### src/logic/rib_pkg.sv
// package of constants for the first radio event flag register
package rib_pkg;
   localparam logic [6:0] RIB_OFS_EVENT_FLAGS_FIRST = 7'h03;
   localparam logic [6:0] RIB_OFS_EVENT_ENABLE_FIRST = 7'h05;
   localparam int RIB_BIT_FIFO_ERR   = 7;
   localparam int RIB_BIT_TX_AFULL   = 6;
   localparam int RIB_BIT_TX_AEMPTY  = 5;
   localparam int RIB_BIT_RX_AFULL   = 4;
   localparam int RIB_BIT_EXT        = 3;
   localparam int RIB_BIT_PKT_SENT   = 2;
   localparam int RIB_BIT_PKT_VALID  = 1;
   localparam int RIB_BIT_CRC_ERR    = 0;
   localparam logic [7:0] RIB_FLAGS_RST  = 8'h00;
   localparam logic [7:0] RIB_ENABLE_RST = 8'h00;
   localparam int RIB_CNT_W = 7;
endpackage

### src/logic/rib_event_flags.sv
// first event flag register with active-low interrupt output
//
// Contract
// - bit 7 sets on any tx or rx fifo overflow or underflow.
// - bit 7 clears only on reset of the fifo that caused it, or on a host read while bit 7 is enabled.
// - bit 6 sets when tx fifo count exceeds almost-full threshold.
// - bit 6 clears once transmitting and count at or below threshold.
// - bit 5 set while untransmitted tx count at or below almost-empty.
// - bit 5 clears when untransmitted count rises above almost-empty.
// - bit 4 sets when unread rx count exceeds almost-full threshold.
// - bit 4 clears when unread rx count falls below threshold.
// - bit 3 sets on an enabled general-purpose pin interrupt.
// - bit 2 sets when a packet is sent without tx abort.
// - bit 2 clears leaving fifo mode or on new transmission start in fifo mode.
// - bit 1 sets when a packet is received without rx abort.
// - bit 1 clears when next packet sync word is acknowledged.
// - bit 0 sets when received crc differs from carried crc.
// - bit 0 clears at start of reception of next packet.
// - enabled flag rising drives the interrupt output low.
// - host read clears enabled flags not set in that cycle, and releases interrupt unless an enabled flag sets.
// - disabled flags are plain status, untouched by reads.
`timescale 1ns/10ps
module rib_event_flags
   import rib_pkg::*;
#(
   parameter int CNT_W = RIB_CNT_W
) (
   input  wire logic             i_ref_clk,
   input  wire logic             i_sys_rst,
   input  wire logic             i_reg_rd,
   input  wire logic             i_reg_wr,
   input  wire logic [6:0]       i_reg_addr,
   input  wire logic [7:0]       i_reg_wdata,
   output logic      [7:0]       o_reg_rdata,
   input  wire logic             i_tx_ovfl,
   input  wire logic             i_tx_unfl,
   input  wire logic             i_rx_ovfl,
   input  wire logic             i_rx_unfl,
   input  wire logic             i_tx_fifo_rst,
   input  wire logic             i_rx_fifo_rst,
   input  wire logic [CNT_W-1:0] i_tx_count,
   input  wire logic [CNT_W-1:0] i_rx_count,
   input  wire logic [CNT_W-1:0] i_tx_afull_thr,
   input  wire logic [CNT_W-1:0] i_tx_aempty_thr,
   input  wire logic [CNT_W-1:0] i_rx_afull_thr,
   input  wire logic             i_tx_active,
   input  wire logic             i_gpio_irq,
   input  wire logic             i_pkt_sent,
   input  wire logic             i_fifo_mode,
   input  wire logic             i_tx_start,
   input  wire logic             i_pkt_valid,
   input  wire logic             i_sync_ack,
   input  wire logic             i_crc_fail,
   input  wire logic             i_rx_start,
   output logic                  o_irq_out_low
);

   if (CNT_W < 1 || CNT_W > 16) begin : g_cnt_w_check
      $error("rib_event_flags: CNT_W out of range");
   end

   typedef struct packed {
      logic [7:0] flags;
      logic [7:0] enable;
      logic       tx_err_src;
      logic       rx_err_src;
      logic       fifo_mode;
      logic       irq_n;
      logic [7:0] rdata;
   } rib_state_t;

   rib_state_t st_r;
   rib_state_t st_nxt;

   function automatic logic above(input logic [CNT_W-1:0] cnt,
                                  input logic [CNT_W-1:0] thr);
      above = cnt > thr;
   endfunction

   logic rd_flags;
   logic wr_enable;
   logic [7:0] set_v;
   logic [7:0] clr_v;
   logic [7:0] rise_v;

   always_comb begin
      st_nxt    = st_r;
      rd_flags  = i_reg_rd && (i_reg_addr == RIB_OFS_EVENT_FLAGS_FIRST);
      wr_enable = i_reg_wr && (i_reg_addr == RIB_OFS_EVENT_ENABLE_FIRST);
      set_v = 8'h00;
      clr_v = 8'h00;
      // error source tracked per fifo so only its own reset clears it
      set_v[RIB_BIT_FIFO_ERR] = i_tx_ovfl | i_tx_unfl | i_rx_ovfl
                                | i_rx_unfl;
      if (i_tx_ovfl || i_tx_unfl)
         st_nxt.tx_err_src = 1'b1;
      else if (i_tx_fifo_rst)
         st_nxt.tx_err_src = 1'b0;
      if (i_rx_ovfl || i_rx_unfl)
         st_nxt.rx_err_src = 1'b1;
      else if (i_rx_fifo_rst)
         st_nxt.rx_err_src = 1'b0;
      clr_v[RIB_BIT_FIFO_ERR] = !st_nxt.tx_err_src
                                && !st_nxt.rx_err_src;
      set_v[RIB_BIT_TX_AFULL] = above(i_tx_count,
                                      i_tx_afull_thr);
      clr_v[RIB_BIT_TX_AFULL] = i_tx_active
         && !above(i_tx_count, i_tx_afull_thr);
      set_v[RIB_BIT_TX_AEMPTY] = !above(i_tx_count,
                                        i_tx_aempty_thr);
      clr_v[RIB_BIT_TX_AEMPTY] = above(i_tx_count,
                                       i_tx_aempty_thr);
      set_v[RIB_BIT_RX_AFULL] = above(i_rx_count,
                                      i_rx_afull_thr);
      clr_v[RIB_BIT_RX_AFULL] = i_rx_count < i_rx_afull_thr;
      set_v[RIB_BIT_EXT] = i_gpio_irq;
      set_v[RIB_BIT_PKT_SENT] = i_pkt_sent;
      st_nxt.fifo_mode = i_fifo_mode;
      clr_v[RIB_BIT_PKT_SENT] = (st_r.fifo_mode && !i_fifo_mode)
                                || (i_fifo_mode && i_tx_start);
      set_v[RIB_BIT_PKT_VALID] = i_pkt_valid;
      clr_v[RIB_BIT_PKT_VALID] = i_sync_ack;
      set_v[RIB_BIT_CRC_ERR] = i_crc_fail;
      clr_v[RIB_BIT_CRC_ERR] = i_rx_start;
      // read clears enabled flags only; set wins over any clear
      if (rd_flags) begin
         clr_v = clr_v | st_r.enable;
         st_nxt.irq_n = 1'b1;
      end
      st_nxt.flags = (st_r.flags & ~clr_v) | set_v;
      // a flag cleared and set again in one cycle counts as a new rise
      rise_v = set_v & ~(st_r.flags & ~clr_v) & st_r.enable;
      if (|rise_v)
         st_nxt.irq_n = 1'b0;
      // writes to the flag offset fall through with no effect
      if (wr_enable)
         st_nxt.enable = i_reg_wdata;
      if (rd_flags)
         st_nxt.rdata = st_r.flags;
      else if (i_reg_rd && i_reg_addr == RIB_OFS_EVENT_ENABLE_FIRST)
         st_nxt.rdata = st_r.enable;
      else if (i_reg_rd)
         st_nxt.rdata = 8'h00;
   end

   always_ff @(posedge i_ref_clk or posedge i_sys_rst) begin
      if (i_sys_rst) begin
         st_r.flags      <= RIB_FLAGS_RST;
         st_r.enable     <= RIB_ENABLE_RST;
         st_r.tx_err_src <= 1'b0;
         st_r.rx_err_src <= 1'b0;
         st_r.fifo_mode  <= 1'b0;
         st_r.irq_n      <= 1'b1;
         st_r.rdata      <= 8'h00;
      end else begin
         st_r <= st_nxt;
      end
   end

   assign o_reg_rdata   = st_r.rdata;
   assign o_irq_out_low = st_r.irq_n;

   property p_fifo_err_set;
      @(posedge i_ref_clk) disable iff (i_sys_rst)
      (i_tx_ovfl || i_tx_unfl || i_rx_ovfl || i_rx_unfl)
         |=> st_r.flags[RIB_BIT_FIFO_ERR];
   endproperty
   a_fifo_err_set: assert property (p_fifo_err_set)
      else $error("fifo error flag not set");

   property p_fifo_err_hold;
      @(posedge i_ref_clk) disable iff (i_sys_rst)
      (st_r.flags[RIB_BIT_FIFO_ERR] && !i_tx_fifo_rst && !i_rx_fifo_rst
       && !(rd_flags && st_r.enable[RIB_BIT_FIFO_ERR]))
         |=> st_r.flags[RIB_BIT_FIFO_ERR];
   endproperty
   a_fifo_err_hold: assert property (p_fifo_err_hold)
      else $error("fifo error flag cleared early");

   property p_tx_afull;
      @(posedge i_ref_clk) disable iff (i_sys_rst)
      (i_tx_count > i_tx_afull_thr) |=> st_r.flags[RIB_BIT_TX_AFULL];
   endproperty
   a_tx_afull: assert property (p_tx_afull)
      else $error("tx almost full not set");

   property p_tx_aempty;
      @(posedge i_ref_clk) disable iff (i_sys_rst)
      (i_tx_count <= i_tx_aempty_thr) |=> st_r.flags[RIB_BIT_TX_AEMPTY];
   endproperty
   a_tx_aempty: assert property (p_tx_aempty)
      else $error("tx almost empty not set");

   property p_pkt_valid_clr;
      @(posedge i_ref_clk) disable iff (i_sys_rst)
      (i_sync_ack && !i_pkt_valid) |=> !st_r.flags[RIB_BIT_PKT_VALID];
   endproperty
   a_pkt_valid_clr: assert property (p_pkt_valid_clr)
      else $error("packet valid not cleared on sync");

   property p_irq_low;
      @(posedge i_ref_clk) disable iff (i_sys_rst)
      (|(set_v & ~st_r.flags & st_r.enable)) |=> !o_irq_out_low;
   endproperty
   a_irq_low: assert property (p_irq_low)
      else $error("interrupt not asserted on enabled rise");

   property p_read_release;
      @(posedge i_ref_clk) disable iff (i_sys_rst)
      (rd_flags && !(|set_v)) |=> o_irq_out_low
         && ((st_r.flags & st_r.enable) == 8'h00);
   endproperty
   a_read_release: assert property (p_read_release)
      else $error("read did not release or clear");

   property p_status_kept;
      @(posedge i_ref_clk) disable iff (i_sys_rst)
      (rd_flags && !st_r.enable[RIB_BIT_EXT] && st_r.flags[RIB_BIT_EXT])
         |=> st_r.flags[RIB_BIT_EXT];
   endproperty
   a_status_kept: assert property (p_status_kept)
      else $error("disabled flag cleared by read");

   property p_write_ignored;
      @(posedge i_ref_clk) disable iff (i_sys_rst)
      (i_reg_wr && i_reg_addr == RIB_OFS_EVENT_FLAGS_FIRST && !i_reg_rd
       && (set_v & ~st_r.flags) == 8'h00 && (clr_v & st_r.flags) == 8'h00)
         |=> st_r.flags == $past(st_r.flags)
         && st_r.enable == $past(st_r.enable)
         && o_irq_out_low == $past(o_irq_out_low);
   endproperty
   a_write_ignored: assert property (p_write_ignored)
      else $error("write changed flags");

   property p_fifo_err_clr;
      @(posedge i_ref_clk) disable iff (i_sys_rst)
      (i_tx_fifo_rst && !st_r.rx_err_src && !i_tx_ovfl && !i_tx_unfl
       && !i_rx_ovfl && !i_rx_unfl) |=> !st_r.flags[RIB_BIT_FIFO_ERR];
   endproperty
   a_fifo_err_clr: assert property (p_fifo_err_clr)
      else $error("fifo error flag not cleared by fifo reset");

   property p_tx_afull_clr;
      @(posedge i_ref_clk) disable iff (i_sys_rst)
      (i_tx_active && i_tx_count <= i_tx_afull_thr)
         |=> !st_r.flags[RIB_BIT_TX_AFULL];
   endproperty
   a_tx_afull_clr: assert property (p_tx_afull_clr)
      else $error("tx almost full not cleared");

   property p_tx_aempty_clr;
      @(posedge i_ref_clk) disable iff (i_sys_rst)
      (i_tx_count > i_tx_aempty_thr) |=> !st_r.flags[RIB_BIT_TX_AEMPTY];
   endproperty
   a_tx_aempty_clr: assert property (p_tx_aempty_clr)
      else $error("tx almost empty not cleared");

   property p_rx_afull_set;
      @(posedge i_ref_clk) disable iff (i_sys_rst)
      (i_rx_count > i_rx_afull_thr) |=> st_r.flags[RIB_BIT_RX_AFULL];
   endproperty
   a_rx_afull_set: assert property (p_rx_afull_set)
      else $error("rx almost full not set");

   property p_rx_afull_clr;
      @(posedge i_ref_clk) disable iff (i_sys_rst)
      (i_rx_count < i_rx_afull_thr) |=> !st_r.flags[RIB_BIT_RX_AFULL];
   endproperty
   a_rx_afull_clr: assert property (p_rx_afull_clr)
      else $error("rx almost full not cleared");

   property p_ext_set;
      @(posedge i_ref_clk) disable iff (i_sys_rst)
      i_gpio_irq |=> st_r.flags[RIB_BIT_EXT];
   endproperty
   a_ext_set: assert property (p_ext_set)
      else $error("external event flag not set");

   property p_pkt_sent_set;
      @(posedge i_ref_clk) disable iff (i_sys_rst)
      i_pkt_sent |=> st_r.flags[RIB_BIT_PKT_SENT];
   endproperty
   a_pkt_sent_set: assert property (p_pkt_sent_set)
      else $error("packet sent flag not set");

   property p_pkt_sent_start;
      @(posedge i_ref_clk) disable iff (i_sys_rst)
      (i_fifo_mode && i_tx_start && !i_pkt_sent)
         |=> !st_r.flags[RIB_BIT_PKT_SENT];
   endproperty
   a_pkt_sent_start: assert property (p_pkt_sent_start)
      else $error("packet sent not cleared on new transmission");

   property p_pkt_sent_leave;
      @(posedge i_ref_clk) disable iff (i_sys_rst)
      ($fell(i_fifo_mode) && !i_pkt_sent) |=> !st_r.flags[RIB_BIT_PKT_SENT];
   endproperty
   a_pkt_sent_leave: assert property (p_pkt_sent_leave)
      else $error("packet sent not cleared leaving fifo mode");

   property p_pkt_valid_set;
      @(posedge i_ref_clk) disable iff (i_sys_rst)
      i_pkt_valid |=> st_r.flags[RIB_BIT_PKT_VALID];
   endproperty
   a_pkt_valid_set: assert property (p_pkt_valid_set)
      else $error("packet valid flag not set");

   property p_crc_set;
      @(posedge i_ref_clk) disable iff (i_sys_rst)
      i_crc_fail |=> st_r.flags[RIB_BIT_CRC_ERR];
   endproperty
   a_crc_set: assert property (p_crc_set)
      else $error("crc failure flag not set");

   property p_crc_clr;
      @(posedge i_ref_clk) disable iff (i_sys_rst)
      (i_rx_start && !i_crc_fail) |=> !st_r.flags[RIB_BIT_CRC_ERR];
   endproperty
   a_crc_clr: assert property (p_crc_clr)
      else $error("crc failure flag not cleared");

   property p_irq_reraise;
      @(posedge i_ref_clk) disable iff (i_sys_rst)
      (rd_flags && |(set_v & st_r.enable)) |=> !o_irq_out_low;
   endproperty
   a_irq_reraise: assert property (p_irq_reraise)
      else $error("event during read did not keep interrupt");

   property p_irq_hold;
      @(posedge i_ref_clk) disable iff (i_sys_rst)
      (!o_irq_out_low && !rd_flags) |=> !o_irq_out_low;
   endproperty
   a_irq_hold: assert property (p_irq_hold)
      else $error("interrupt released without a read");

   property p_read_clear;
      @(posedge i_ref_clk) disable iff (i_sys_rst)
      (rd_flags && st_r.enable[RIB_BIT_EXT] && !i_gpio_irq)
         |=> !st_r.flags[RIB_BIT_EXT];
   endproperty
   a_read_clear: assert property (p_read_clear)
      else $error("enabled flag not cleared by read");

   property p_rdata_flags;
      @(posedge i_ref_clk) disable iff (i_sys_rst)
      rd_flags |=> o_reg_rdata == $past(st_r.flags);
   endproperty
   a_rdata_flags: assert property (p_rdata_flags)
      else $error("read data does not show flags");

   property p_crc_kept;
      @(posedge i_ref_clk) disable iff (i_sys_rst)
      (rd_flags && !st_r.enable[RIB_BIT_CRC_ERR]
       && st_r.flags[RIB_BIT_CRC_ERR] && !i_rx_start)
         |=> st_r.flags[RIB_BIT_CRC_ERR];
   endproperty
   a_crc_kept: assert property (p_crc_kept)
      else $error("disabled crc flag cleared by read");

endmodule

### config.mk
export PLATFORM = sky130hd
export DESIGN_NAME = rib_event_flags
export DESIGN_NICKNAME = d
export VERILOG_FILES = /design/src/logic/rib_pkg.sv /design/src/logic/rib_event_flags.sv
export SDC_FILE = /design/constraint.sdc
export NUM_CORES = 1
export LEC_CHECK = 0
export ABC_CLOCK_PERIOD_IN_PS = 1350
export BUFFER_PORTS_ARGS = -buffer_cell sky130_fd_sc_hd__buf_2
export CAP_MARGIN = 5
export CORE_MARGIN = 1
export CORE_UTILIZATION = 45
export CTS_BUF_LIST = sky130_fd_sc_hd__clkbuf_2 sky130_fd_sc_hd__clkbuf_4 sky130_fd_sc_hd__clkbuf_8
export DETAILED_ROUTE_END_ITERATION = 10
export GPL_TIMING_DRIVEN = 1
export HOLD_SLACK_MARGIN = 0.1
export PLACE_DENSITY = 0.8
export SLEW_MARGIN = 20
export SYNTH_ARGS = -nofsm -noshare
export SYNTH_HDL_FRONTEND = slang
export SYNTH_SLANG_ARGS = --single-unit
### constraint.sdc
create_clock -name i_ref_clk -period 1.35 [get_ports i_ref_clk]
set_input_delay 0.2025 -clock i_ref_clk [delete_from_list [all_inputs] [get_ports i_ref_clk]]
set_output_delay 0.2025 -clock i_ref_clk [all_outputs]
set_load 0.1 [all_outputs]
* Word level (Yosys, flattened, before mapping)
Cells that the tools add are included.
Widths: inputs -> output; s select.
** Cells by class
- Div/mod/pow operators :: 0
- $add $sub $neg :: 0
- Shifts and indexed selects :: 0
- Reductions and logical operators :: 18
- $lt $le $gt $ge :: 4
- Eq/ne operators :: 2
- Muxes and demuxes :: 10
- $mul :: 0
- Bitwise gates (word level) :: 10
** Operators with widths (number)
- $mux 8 :: 4
- $and 8x8->8 :: 3
- $gt 7x7->1 :: 3
- $not 8->8 :: 2
- $or 8x8->8 :: 2
- $reduce_or 8->1 :: 1
- $eq 7x2->1 const B :: 1
- $eq 7x3->1 const B :: 1
- $logic_and 1x1->1 :: 7
- $lt 7x7->1 :: 1
- $mux 1 :: 6
- $logic_not 1->1 :: 5
- $logic_or 1x1->1 :: 3
- $or 1x1->1 :: 3
- $reduce_bool 3->1 :: 1
- $reduce_bool 2->1 :: 1
** Storage, ports and cells
- Output and inout bits :: 9
- Memories :: 0
- Bits in writable memories :: 0
- Flip-flop bits (word level) :: 28
- Bits in read-only memories :: 0
- Input port bits :: 69
- Logic and storage cells :: 51
- Bits in latches :: 0

* Depth between registers and ports, before layout
Gate-level depths: netlist of the first run.
- Depth in word-level cells :: 13
- Depth in mapped cells :: 7

* Worst setup path after synthesis of the first run
No wires, ideal clock.
- Path type :: input -> register
- Start point :: in i_rx_afull_thr[2]
- End point :: reg st_r, in the netlist o_irq_out_low
- Path slack :: -0.320 ns
- Stages on the path :: 7
- Arrival time :: 1.594 ns
- Library setup time :: 0.075 ns
- Path through :: inv_1 > ha_1 > a21oi_1 > a21oi_1 > a2111oi_0 > o2111ai_2 > nor3_2
** Between the ends
- Longest elaborated chain between the ends :: 10
- Elaborated cells on any way between the ends :: 12
** RTL lines
- start, declared :: line rib_event_flags.sv:45 : input wire logic [CNT_W-1:0] i_rx_afull_thr,
- $lt 7x7->1 :: line rib_event_flags.sv:115 : clr_v[RIB_BIT_RX_AFULL] = i_rx_count < i_rx_afull_thr;
- $or 8x8->8 :: line rib_event_flags.sv:127 : clr_v = clr_v | st_r.enable;
- $mux 8 :: line rib_event_flags.sv:126 : if (rd_flags) begin
- $not 8->8 :: line rib_event_flags.sv:132 : rise_v = set_v & ~(st_r.flags & ~clr_v) & st_r.enable;
- $and 8x8->8 :: line rib_event_flags.sv:132
- $not 8->8 :: line rib_event_flags.sv:132
- $and 8x8->8 (*) (2 in series) :: line rib_event_flags.sv:132
- $reduce_or 8->1 (*) :: line rib_event_flags.sv:133 : if (|rise_v)
- $mux 1 or $reduce_bool 2->1 (tied branches)
- end signal, assigned :: line rib_event_flags.sv:156 : st_r <= st_nxt;
- end, declared :: line rib_event_flags.sv:72 : rib_state_t st_r;
Mark *: on every way between the ends. The rest lies on a longest branch, timed or not.
A chain may end at the register's enable or synchronous reset.

==> impl_metrics.xml, run 1 <==
<?xml version="1.0" encoding="UTF-8"?>
<metrics>
  <group name="run_status">
    <metric name="outcome" unit="">finished with violations</metric>
    <metric name="violations" unit="">negative setup slack</metric>
  </group>
  <group name="setup_path">
    <metric name="worstSetupEndpointType" unit="">flop</metric>
    <metric name="critical_path.max_fanout" unit="">18</metric>
    <metric name="worst-endpoint-arrival" unit="ns">1.52</metric>
    <metric name="worst-setup-path-type" unit="">input pin to flop</metric>
    <metric name="critical_path_rt" unit="ns">1.50</metric>
    <metric name="ff2ff_path_depth" unit="">5</metric>
    <metric name="setup.reg_to_reg.worst_slack" unit="ns">0.03</metric>
    <metric name="worst_setup_path_start_kind" unit="">input pin</metric>
    <metric name="worstSetupEndpoint" unit="">st_r[24]</metric>
    <metric name="timing.rr.start" unit="">st_r[9]</metric>
    <metric name="timing.rr.end" unit="">o_irq_out_low</metric>
    <metric name="worst_setup_path_startpoint" unit="">i_reg_addr[5]</metric>
  </group>
  <group name="die">
    <metric name="die_h" unit="µm">66.6</metric>
    <metric name="area_of_the_die" unit="mm²">0.00443</metric>
    <metric name="placementRows" unit="">23</metric>
    <metric name="core" unit="mm²">0.00400</metric>
    <metric name="io_pins" unit="">78</metric>
    <metric name="die_w" unit="µm">66.6</metric>
    <metric name="initial_core_utilization" unit="%">46.9</metric>
  </group>
  <group name="logic_synthesis">
    <metric name="ys_ff_latch" unit="">28</metric>
    <metric name="synth-async-reset-ratio" unit="%">100</metric>
    <metric name="prevailing_post_synth_register_cell" unit="">sky130_fd_sc_hd__dfrtp_1</metric>
    <metric name="post_synth_instance_area" unit="mm²">0.00188</metric>
    <metric name="synth_edf_count" unit="">0</metric>
    <metric name="synthCells" unit="">196</metric>
    <metric name="synth-seq-area-share" unit="%">37.4</metric>
    <metric name="synth.avg_cell_area" unit="µm²">9.57</metric>
    <metric name="synthesis.nets" unit="">286</metric>
    <metric name="synth_warnings" unit="">0</metric>
    <metric name="post_synth_num_cell_types" unit="">40</metric>
  </group>
  <group name="clock_network">
    <metric name="clock_sink_count" unit="">28</metric>
    <metric name="cts_htree_levels" unit="">1</metric>
    <metric name="master_cell_of_the_clock_root_buffer" unit="">sky130_fd_sc_hd__clkbuf_8</metric>
    <metric name="clockBufferDepth" unit="">2</metric>
    <metric name="cts.clk_slew.worst_paths" unit="ns">0.09</metric>
    <metric name="tritoncts" unit="">built</metric>
    <metric name="clock_insertion_delay_worst_skew" unit="ns">0.27</metric>
    <metric name="cts-buffers-inserted" unit="">3</metric>
  </group>
  <group name="power_and_ir_drop">
    <metric name="vdd_drop_max" unit="mV">0.429</metric>
    <metric name="power.combinational.fraction" unit="%">24.3</metric>
    <metric name="internal_power" unit="µW">1380</metric>
    <metric name="power.share.switching" unit="%">27.4</metric>
    <metric name="power.density" unit="mW/mm²">759</metric>
    <metric name="p_total" unit="µW">1900</metric>
    <metric name="clock_power_share" unit="%">27.0</metric>
    <metric name="leakagePower" unit="µW">0.00129</metric>
    <metric name="seqPwrFrac" unit="%">48.7</metric>
    <metric name="power_switching" unit="µW">522</metric>
  </group>
  <group name="global_routing">
    <metric name="gr-total-overflow" unit="">0</metric>
    <metric name="grt.total_usage" unit="%">19.5</metric>
    <metric name="first_pass_grt_wire_length" unit="µm">6680</metric>
    <metric name="first_global_vias" unit="">1683</metric>
    <metric name="grt_antenna_before_repair" unit="">0</metric>
    <metric name="grt_max_degree" unit="">29</metric>
  </group>
  <group name="layout">
    <metric name="fill_cells" unit="">326</metric>
    <metric name="register_area" unit="µm²">707</metric>
    <metric name="final_layout_size_suffix_gt1_share" unit="%">43.9</metric>
    <metric name="areaGrowthSynthToFinish" unit="%">33.8</metric>
    <metric name="number_of_antenna_repair_diodes" unit="">0</metric>
    <metric name="nets" unit="">371</metric>
    <metric name="final_common_cell" unit="">sky130_fd_sc_hd__buf_2</metric>
    <metric name="final_cell_mix" unit="">sky130_fd_sc_hd__buf_2, sky130_fd_sc_hd__inv_1, sky130_fd_sc_hd__dfrtp_1, sky130_fd_sc_hd__ha_1, sky130_fd_sc_hd__o21ai_0</metric>
    <metric name="finalInstanceArea" unit="mm²">0.00251</metric>
    <metric name="final_cell_count_without_fillers" unit="">330</metric>
    <metric name="area_of_the_multi_input_gates" unit="mm²">0.00104</metric>
  </group>
  <group name="sta">
    <metric name="whs" unit="ns">0.138</metric>
    <metric name="finClkSkew" unit="ns">0.00213</metric>
    <metric name="worst_slack" unit="ns">-0.0149</metric>
    <metric name="fmax" unit="MHz">733</metric>
    <metric name="final_max_slew_viol_count" unit="">0</metric>
    <metric name="hold_viol" unit="">0</metric>
    <metric name="min_period" unit="ns">1.36</metric>
    <metric name="period_share" unit="%">101</metric>
    <metric name="setup_violations" unit="">1</metric>
    <metric name="timing.slew.headroom" unit="%">67.7</metric>
    <metric name="transition_time_at_the_pin_with_the_least_slew_margin" unit="ns">0.488</metric>
    <metric name="rsz0062_at_grt" unit="">yes</metric>
  </group>
  <group name="routing">
    <metric name="post_drt_wl_per_cell" unit="µm">12.6</metric>
    <metric name="vias" unit="">1715</metric>
    <metric name="detail_route.first_pass.iterations" unit="">5</metric>
    <metric name="drt_drc_violations_left" unit="">0</metric>
    <metric name="avgViaCountPerCell" unit="">5.20</metric>
    <metric name="routed_wirelength" unit="µm">4150</metric>
    <metric name="antenna_left" unit="">0</metric>
    <metric name="drt_initial_violations" unit="">136</metric>
  </group>
  <group name="placement">
    <metric name="cell_area_placed" unit="mm²">0.00234</metric>
    <metric name="dp_hpwl" unit="µm">3270</metric>
    <metric name="place_congestion" unit="">0.887</metric>
    <metric name="post-place-cells" unit="">320</metric>
    <metric name="quantity_of_i_o_buffers_inserted_on_ports" unit="">77</metric>
  </group>
  <group name="hold_path">
    <metric name="min-delay-path-class" unit="">input pin to flop</metric>
    <metric name="hold_path.startpoint" unit="">i_rx_ovfl</metric>
  </group>
  <group name="job">
    <metric name="timing.max_cap.violations" unit="">0</metric>
  </group>
</metrics>
## per-layer routing
metal / global-route usage (%) / part of all wire, % / vias up
li1: - / - / 851
met1: 22.2 / 42 / 788
met2: 34.1 / 50 / 70
met3: 4.62 / 6.6 / 6
met4: 8.78 / 1.4 / 0
met5: 0 / 0 / -
## Yosys cell counts (2+ instances only)
library cell,n,area [µm²]
sky130_fd_sc_hd__clkbuf_1,2,7.51
sky130_fd_sc_hd__or2_2,5,31.3
sky130_fd_sc_hd__nor2b_1,2,12.5
sky130_fd_sc_hd__nor2_1,4,15.0
sky130_fd_sc_hd__o22ai_1,3,18.8
sky130_fd_sc_hd__inv_1,31,116
sky130_fd_sc_hd__a211oi_1,2,15.0
sky130_fd_sc_hd__nand2_1,9,33.8
sky130_fd_sc_hd__buf_6,2,22.5
sky130_fd_sc_hd__mux2_2,8,90.1
sky130_fd_sc_hd__nand4_1,3,18.8
sky130_fd_sc_hd__ha_1,21,263
sky130_fd_sc_hd__a22oi_1,8,60.1
sky130_fd_sc_hd__a21oi_1,13,65.1
sky130_fd_sc_hd__buf_4,8,60.1
sky130_fd_sc_hd__and3_1,2,12.5
sky130_fd_sc_hd__nand3_1,5,25.0
sky130_fd_sc_hd__dfrtp_1,27,676
sky130_fd_sc_hd__nand3b_1,4,30.0
sky130_fd_sc_hd__o21ai_0,13,65.1
sky130_fd_sc_hd__nand2b_1,5,31.3
## power by group through the flow
stage	Sequential (µW)	Combinational, µW	Clock [µW]
global placement	939	407	0
CTS	926	431	516
global route	932	513	555
finish	927	462	515
detailed placement	941	422	0
floorplan	950	229	0
## metrics by stage
step,setup slack (ns),utilization [%],TNS [ns]
6_report,-0.0149,62.7,-0.0149
4_1_cts,-0.00991,61.1,-0.0174
5_1_grt,-0.0839,62.7,-0.170
3_5_place_dp,-0.368,58.6,-3.21
2_1_floorplan,-0.129,-,-0.639
3_3_place_gp,-0.283,58.6,-3.18
## critical path, stage by stage
cell                       delay, ns
sky130_fd_sc_hd__buf_2          0.10
sky130_fd_sc_hd__or3b_4         0.39
sky130_fd_sc_hd__nor4_4         0.27
sky130_fd_sc_hd__buf_12         0.19
sky130_fd_sc_hd__nand2_2        0.07
sky130_fd_sc_hd__a211oi_2       0.22
sky130_fd_sc_hd__nor2_1         0.07
## final cells by class
| type | count | area share (%) |
|---|---|---|
| flip-flops and latches | 28 | 28.2 |
| inverters | 31 | 4.64 |
| multi-input cells | 125 | 41.4 |
| repair buffers | 92 | 21.1 |
| well taps | 50 | 2.49 |
| clock buffers | 4 | 2.19 |
## registers in the layout, indices dropped and copies added (netlist names)
name           count
o_irq_out_low      1
st_r              19
o_reg_rdata        8
## cells by family (layout without fill, tap and decap cells)
| kind of cell | after synthesis | after routing | synth area share, % |
|---|---|---|---|
| fa+ha+maj | 21 | 21 | 14.0 |
| buf+inv | 43 | 127 | 11.0 |
| compound gates | 49 | 49 | 17.1 |
| flops | 28 | 28 | 37.4 |
| simple gates | 46 | 46 | 15.1 |
| mux | 9 | 9 | 5.34 |
## worst min path at each step
stage / endpoint / slack [ns] / cells past startpoint
global placement: o_reg_rdata[1] / 0.28 / 3
global route: st_r[22] / 0.14 / 2
CTS: st_r[10] / 0.14 / 3
detailed placement: o_reg_rdata[1] / 0.28 / 3
floorplan: st_r[9] / 0.23 / 0
finish: st_r[10] / 0.14 / 3
## timing repair
item	4_1_cts	5_1_grt
setup buffers	1	3
hold buffers	2	0
pin swaps	1	9
setup endpoints to repair	3	4
gates resized for setup	3	6
endpoints found under the hold margin	28	0
No activity file was read; power rests on OpenSTA's default activity.
==> inputs of run 2 (changes only) <==
--- a/config.mk
+++ b/config.mk
@@ -15,6 +15,7 @@
 export GPL_TIMING_DRIVEN = 1
 export HOLD_SLACK_MARGIN = 0.1
 export PLACE_DENSITY = 0.8
+export RECOVER_POWER = 25
 export SLEW_MARGIN = 20
 export SYNTH_ARGS = -nofsm -noshare
 export SYNTH_HDL_FRONTEND = slang
==> impl_metrics.xml, run 2 (synthesis gave the netlist of run 1 again) <==
<?xml version="1.0" encoding="UTF-8"?>
<metrics>
  <group name="clock_network">
    <metric name="clock_sink_count" unit="">28</metric>
    <metric name="cts.clk_slew.worst_paths" unit="ns">0.09</metric>
    <metric name="clock_insertion_delay_worst_skew" unit="ns">0.27</metric>
    <metric name="master_cell_of_the_clock_root_buffer" unit="">sky130_fd_sc_hd__clkbuf_8</metric>
    <metric name="cts_htree_levels" unit="">1</metric>
    <metric name="tritoncts" unit="">built</metric>
    <metric name="cts-buffers-inserted" unit="">3</metric>
    <metric name="clockBufferDepth" unit="">2</metric>
  </group>
  <group name="global_routing">
    <metric name="first_global_vias" unit="">1683</metric>
    <metric name="grt_max_degree" unit="">29</metric>
    <metric name="grt_antenna_before_repair" unit="">0</metric>
    <metric name="first_pass_grt_wire_length" unit="µm">6680</metric>
    <metric name="gr-total-overflow" unit="">0</metric>
    <metric name="grt.total_usage" unit="%">19.5</metric>
  </group>
  <group name="routing">
    <metric name="detail_route.first_pass.iterations" unit="">4</metric>
    <metric name="drt_initial_violations" unit="">136</metric>
    <metric name="total_met3_wirelength_after_detailed_routing" unit="µm">269</metric>
    <metric name="maxUsedRoutingLayer" unit="">met4</metric>
    <metric name="avgViaCountPerCell" unit="">5.22</metric>
    <metric name="route.layer.met1.wl" unit="µm">1740</metric>
    <metric name="met2RoutedLength" unit="µm">2080</metric>
    <metric name="post_drt_wl_per_cell" unit="µm">12.6</metric>
    <metric name="antenna_left" unit="">0</metric>
    <metric name="vias" unit="">1723</metric>
    <metric name="routed_wirelength" unit="µm">4150</metric>
    <metric name="drt_drc_violations_left" unit="">0</metric>
  </group>
  <group name="sta">
    <metric name="finClkSkew" unit="ns">0.00220</metric>
    <metric name="whs" unit="ns">0.138</metric>
    <metric name="setup_violations" unit="">1</metric>
    <metric name="timing.slew.headroom" unit="%">54.8</metric>
    <metric name="final_max_slew_viol_count" unit="">0</metric>
    <metric name="hold_viol" unit="">0</metric>
    <metric name="min_period" unit="ns">1.36</metric>
    <metric name="transition_time_at_the_pin_with_the_least_slew_margin" unit="ns">0.678</metric>
    <metric name="rsz0062_at_grt" unit="">yes</metric>
    <metric name="worst_slack" unit="ns">-0.0147</metric>
    <metric name="period_share" unit="%">101</metric>
    <metric name="fmax" unit="MHz">733</metric>
  </group>
  <group name="placement">
    <metric name="place_congestion" unit="">0.887</metric>
    <metric name="dp_hpwl" unit="µm">3270</metric>
    <metric name="quantity_of_i_o_buffers_inserted_on_ports" unit="">77</metric>
  </group>
  <group name="power_and_ir_drop">
    <metric name="p_total" unit="µW">1900</metric>
    <metric name="leakagePower" unit="µW">0.00128</metric>
    <metric name="power.density" unit="mW/mm²">759</metric>
    <metric name="vdd_drop_max" unit="mV">0.429</metric>
  </group>
  <group name="die">
    <metric name="initial_core_utilization" unit="%">46.9</metric>
    <metric name="die_w" unit="µm">66.6</metric>
    <metric name="area_of_the_die" unit="mm²">0.00443</metric>
    <metric name="core" unit="mm²">0.00400</metric>
    <metric name="io_pins" unit="">78</metric>
    <metric name="die_h" unit="µm">66.6</metric>
    <metric name="placementRows" unit="">23</metric>
  </group>
  <group name="layout">
    <metric name="final_cell_mix" unit="">sky130_fd_sc_hd__buf_2, sky130_fd_sc_hd__inv_1, sky130_fd_sc_hd__dfrtp_1, sky130_fd_sc_hd__ha_1, sky130_fd_sc_hd__o21ai_0</metric>
    <metric name="final_layout_size_suffix_gt1_share" unit="%">43.6</metric>
    <metric name="number_of_antenna_repair_diodes" unit="">0</metric>
    <metric name="max_ffs_per_register" unit="">19</metric>
    <metric name="final_common_cell" unit="">sky130_fd_sc_hd__buf_2</metric>
    <metric name="register_containing_the_most_flip_flops_in_the_final_layout" unit="">st_r</metric>
    <metric name="nets" unit="">371</metric>
    <metric name="areaGrowthSynthToFinish" unit="%">33.6</metric>
    <metric name="fill_cells" unit="">327</metric>
  </group>
  <group name="run_status">
    <metric name="violations" unit="">negative setup slack</metric>
    <metric name="outcome" unit="">finished with violations</metric>
  </group>
  <group name="setup_path">
    <metric name="worst-setup-path-type" unit="">input pin to flop</metric>
    <metric name="worst-endpoint-arrival" unit="ns">1.52</metric>
    <metric name="worst_setup_path_start_kind" unit="">input pin</metric>
    <metric name="setup.reg_to_reg.worst_slack" unit="ns">0.04</metric>
    <metric name="worstSetupEndpointType" unit="">flop</metric>
    <metric name="critical_path_rt" unit="ns">1.50</metric>
    <metric name="critical_path.max_fanout" unit="">18</metric>
  </group>
  <group name="hold_path">
    <metric name="min-delay-path-class" unit="">input pin to flop</metric>
  </group>
  <group name="job">
    <metric name="timing.max_cap.violations" unit="">0</metric>
  </group>
</metrics>
==> run 2: through the flow <==
| step | instance area [µm²] | std cells | setup WS, ns | TNS (ns) | util, % |
|---|---|---|---|---|---|
| after floorplan | 1890 | 196 | -0.129 | -0.639 | - |
| after global placement | 2340 | 320 | -0.283 | -3.18 | 58.6 |
| after detailed placement | 2340 | 320 | -0.368 | -3.21 | 58.6 |
| after CTS | 2440 | 327 | -0.00991 | -0.0174 | 61.1 |
| after global routing | 2510 | 330 | -0.0839 | -0.170 | 62.7 |
| final | 2510 | 330 | -0.0147 | -0.0147 | 62.7 |
==> run 2: report_power, final <==
group          switching, µW  leakage [µW]  internal (µW)
combinational            230      0.000908            231
clock                    254     0.0000288            261
sequential              38.3      0.000345            888
total                    522       0.00128           1380
==> run 2: path summary, 6_finish.rpt <==
kind,start,end,cells after the start
worst min-delay path,i_rx_ovfl,st_r[10],3
worst max-delay path,i_reg_addr[5],st_r[24],7
worst max register to register,st_r[9],o_irq_out_low,5
max in group asynchronous,i_sys_rst,st_r[15],4
worst min register to register,st_r[26],o_reg_rdata[6],2
min in group asynchronous,i_sys_rst,st_r[21],4
==> run 2: layout make-up <==
type / count / area, µm² / area share, %
clock buffer: 4 / 55.1 / 2.20
inverter: 31 / 116 / 4.64
multi-input combinational: 125 / 1040 / 41.4
sequential: 28 / 707 / 28.2
tap: 50 / 62.6 / 2.50
timing repair buffer: 92 / 527 / 21.0
==> run 2: worst max-delay path: stages <==
cell,delay [ns]
sky130_fd_sc_hd__buf_2,0.10
sky130_fd_sc_hd__or3b_4,0.39
sky130_fd_sc_hd__nor4_4,0.27
sky130_fd_sc_hd__buf_12,0.19
sky130_fd_sc_hd__nand2_2,0.07
sky130_fd_sc_hd__a211oi_2,0.22
sky130_fd_sc_hd__nor2_1,0.07
==> run 2: repair_timing <==
action / in CTS / in global routing
setup buffers: 1 / 3
resized for setup: 3 / 6
pin swaps: 1 / 9
setup endpoints to repair: 3 / 4
endpoints found under the hold margin: 28 / 0
hold buffers: 2 / 0
==> run 2: per-layer routing <==
layer,track usage [%],up-vias
met5,0,-
met4,8.78,0
met3,4.62,6
met2,34.1,73
met1,22.2,793
li1,-,851
==> inputs of run 3 (changes only) <==
--- a/config.mk
+++ b/config.mk
@@ -14,7 +14,7 @@
 export DETAILED_ROUTE_END_ITERATION = 10
 export GPL_TIMING_DRIVEN = 1
 export HOLD_SLACK_MARGIN = 0.1
-export PLACE_DENSITY = 0.8
+export PLACE_DENSITY = 0.77
 export RECOVER_POWER = 25
 export SLEW_MARGIN = 20
 export SYNTH_ARGS = -nofsm -noshare
==> impl_metrics.xml, run 3 (synthesis gave the netlist of run 1 again) <==
<?xml version="1.0" encoding="UTF-8"?>
<metrics>
  <group name="placement">
    <metric name="dp_hpwl" unit="µm">3210</metric>
    <metric name="place_congestion" unit="">0.772</metric>
    <metric name="post-place-cells" unit="">320</metric>
    <metric name="post_place_setup_slack" unit="ns">-0.328</metric>
    <metric name="quantity_of_i_o_buffers_inserted_on_ports" unit="">77</metric>
  </group>
  <group name="routing">
    <metric name="avgViaCountPerCell" unit="">5.17</metric>
    <metric name="drt_initial_violations" unit="">67</metric>
    <metric name="vias" unit="">1710</metric>
    <metric name="antenna_left" unit="">0</metric>
    <metric name="post_drt_wl_per_cell" unit="µm">12.9</metric>
    <metric name="drt_drc_violations_left" unit="">0</metric>
    <metric name="routed_wirelength" unit="µm">4270</metric>
    <metric name="detail_route.first_pass.iterations" unit="">4</metric>
  </group>
  <group name="sta">
    <metric name="fin_setup_tns" unit="ns">-0.0670</metric>
    <metric name="finClkSkew" unit="ns">0.00253</metric>
    <metric name="worst_slack" unit="ns">-0.0366</metric>
    <metric name="timing.slew.headroom" unit="%">53.8</metric>
    <metric name="transition_time_at_the_pin_with_the_least_slew_margin" unit="ns">0.693</metric>
    <metric name="min_period" unit="ns">1.39</metric>
    <metric name="hold_viol" unit="">0</metric>
    <metric name="period_share" unit="%">103</metric>
    <metric name="rsz0062_at_grt" unit="">yes</metric>
    <metric name="setup_violations" unit="">2</metric>
    <metric name="fmax" unit="MHz">721</metric>
    <metric name="final_max_slew_viol_count" unit="">0</metric>
  </group>
  <group name="setup_path">
    <metric name="ff2ff_path_depth" unit="">4</metric>
    <metric name="worst_setup_path_startpoint" unit="">i_reg_addr[5]</metric>
    <metric name="worst-setup-path-type" unit="">input pin to flop</metric>
    <metric name="worstSetupEndpointType" unit="">flop</metric>
    <metric name="worst-endpoint-arrival" unit="ns">1.55</metric>
    <metric name="worst_setup_path_start_kind" unit="">input pin</metric>
    <metric name="critical_path.max_fanout" unit="">5</metric>
    <metric name="critical_path_rt" unit="ns">1.51</metric>
    <metric name="timing.rr.start" unit="">o_irq_out_low</metric>
  </group>
  <group name="global_routing">
    <metric name="first_global_vias" unit="">1587</metric>
    <metric name="grt.total_usage" unit="%">19.2</metric>
    <metric name="first_pass_grt_wire_length" unit="µm">6520</metric>
    <metric name="grt_antenna_before_repair" unit="">0</metric>
    <metric name="grt_max_degree" unit="">29</metric>
    <metric name="gr-total-overflow" unit="">0</metric>
  </group>
  <group name="clock_network">
    <metric name="cts_htree_levels" unit="">1</metric>
    <metric name="master_cell_of_the_clock_root_buffer" unit="">sky130_fd_sc_hd__clkbuf_8</metric>
    <metric name="cts-buffers-inserted" unit="">3</metric>
    <metric name="clock_sink_count" unit="">28</metric>
    <metric name="clock_insertion_delay_worst_skew" unit="ns">0.28</metric>
    <metric name="tritoncts" unit="">built</metric>
    <metric name="clockBufferDepth" unit="">2</metric>
    <metric name="cts.clk_slew.worst_paths" unit="ns">0.09</metric>
  </group>
  <group name="layout">
    <metric name="final_cell_count_without_fillers" unit="">331</metric>
    <metric name="register_containing_the_most_flip_flops_in_the_final_layout" unit="">st_r</metric>
    <metric name="final_common_cell" unit="">sky130_fd_sc_hd__buf_2</metric>
    <metric name="final_cell_mix" unit="">sky130_fd_sc_hd__buf_2, sky130_fd_sc_hd__inv_1, sky130_fd_sc_hd__dfrtp_1, sky130_fd_sc_hd__ha_1, sky130_fd_sc_hd__o21ai_0</metric>
    <metric name="number_of_antenna_repair_diodes" unit="">0</metric>
    <metric name="fin_util" unit="%">64.3</metric>
    <metric name="final_layout_size_suffix_gt1_share" unit="%">43.8</metric>
    <metric name="nets" unit="">372</metric>
    <metric name="areaGrowthSynthToFinish" unit="%">37.1</metric>
    <metric name="max_ffs_per_register" unit="">19</metric>
  </group>
  <group name="power_and_ir_drop">
    <metric name="leakagePower" unit="µW">0.00130</metric>
    <metric name="vdd_drop_max" unit="mV">0.409</metric>
    <metric name="power.density" unit="mW/mm²">744</metric>
  </group>
  <group name="die">
    <metric name="die_w" unit="µm">66.6</metric>
    <metric name="core" unit="mm²">0.00400</metric>
    <metric name="die_h" unit="µm">66.6</metric>
    <metric name="placementRows" unit="">23</metric>
    <metric name="area_of_the_die" unit="mm²">0.00443</metric>
    <metric name="initial_core_utilization" unit="%">46.9</metric>
    <metric name="io_pins" unit="">78</metric>
  </group>
  <group name="hold_path">
    <metric name="hold_path.startpoint" unit="">i_tx_ovfl</metric>
    <metric name="min-delay-path-class" unit="">input pin to flop</metric>
    <metric name="hold-path-cell-count" unit="">3</metric>
  </group>
  <group name="job">
    <metric name="timing.max_cap.violations" unit="">0</metric>
  </group>
  <group name="run_status">
    <metric name="outcome" unit="">finished with violations</metric>
    <metric name="violations" unit="">negative setup slack</metric>
  </group>
</metrics>
==> run 3: routing by layer <==
layer	routed length [µm]	track usage, %
met1	1790	22.8
met2	2130	34.1
met4	110	8.78
met3	242	2.40
met5	0	0
==> run 3: cell type report <==
cell class                      count  area (µm²)
Fill cell                         329        1430
Multi-Input combinational cell    125        1050
Sequential cell                    28         706
Timing Repair Buffer               93         579
Inverter                           31         116
Tap cell                           50        62.6
Clock buffer                        4        55.1
==> run 3: path summary, 6_finish.rpt <==
kind                                       end  slack (ns)
min in group asynchronous       o_reg_rdata[2]        0.64
worst max register to register   o_irq_out_low        0.04
worst min-delay path                  st_r[11]        0.13
worst max-delay path                  st_r[24]       -0.04
worst min register to register  o_reg_rdata[2]        0.52
max in group asynchronous             st_r[27]        0.27
==> run 3: critical path, cell delays in order <==
cell                       delay (ns)
sky130_fd_sc_hd__buf_6           0.09
sky130_fd_sc_hd__or3b_4          0.39
sky130_fd_sc_hd__nor4_4          0.20
sky130_fd_sc_hd__buf_4           0.19
sky130_fd_sc_hd__buf_12          0.12
sky130_fd_sc_hd__nand2_2         0.06
sky130_fd_sc_hd__a211oi_2        0.23
sky130_fd_sc_hd__nor2_1          0.06
==> run 3: power by group <==
part           leakage [µW]  total (µW)  switching, µW  internal (µW)
clock network     0.0000288         527            265            262
logic              0.000925         457            228            229
registers          0.000347         930           42.3            888
==> run 3: stage by stage <==
stage	instance area, µm²	hold WS (ns)	total power, µW
final	2570	0.131	1910
after global routing	2570	0.137	2010
after CTS	2470	0.132	1900
after detailed placement	2340	0.289	1360
after global placement	2340	0.281	1350
after floorplan	1890	0.234	1180
==> run 3: what timing repair did <==
item,4_1_cts,5_1_grt
resized for setup,6,7
setup endpoints to repair,1,5
hold endpoints to repair,28,0
pin swaps,5,2
cloned,0,2
hold buffers,2,0
buffers inserted,0,3
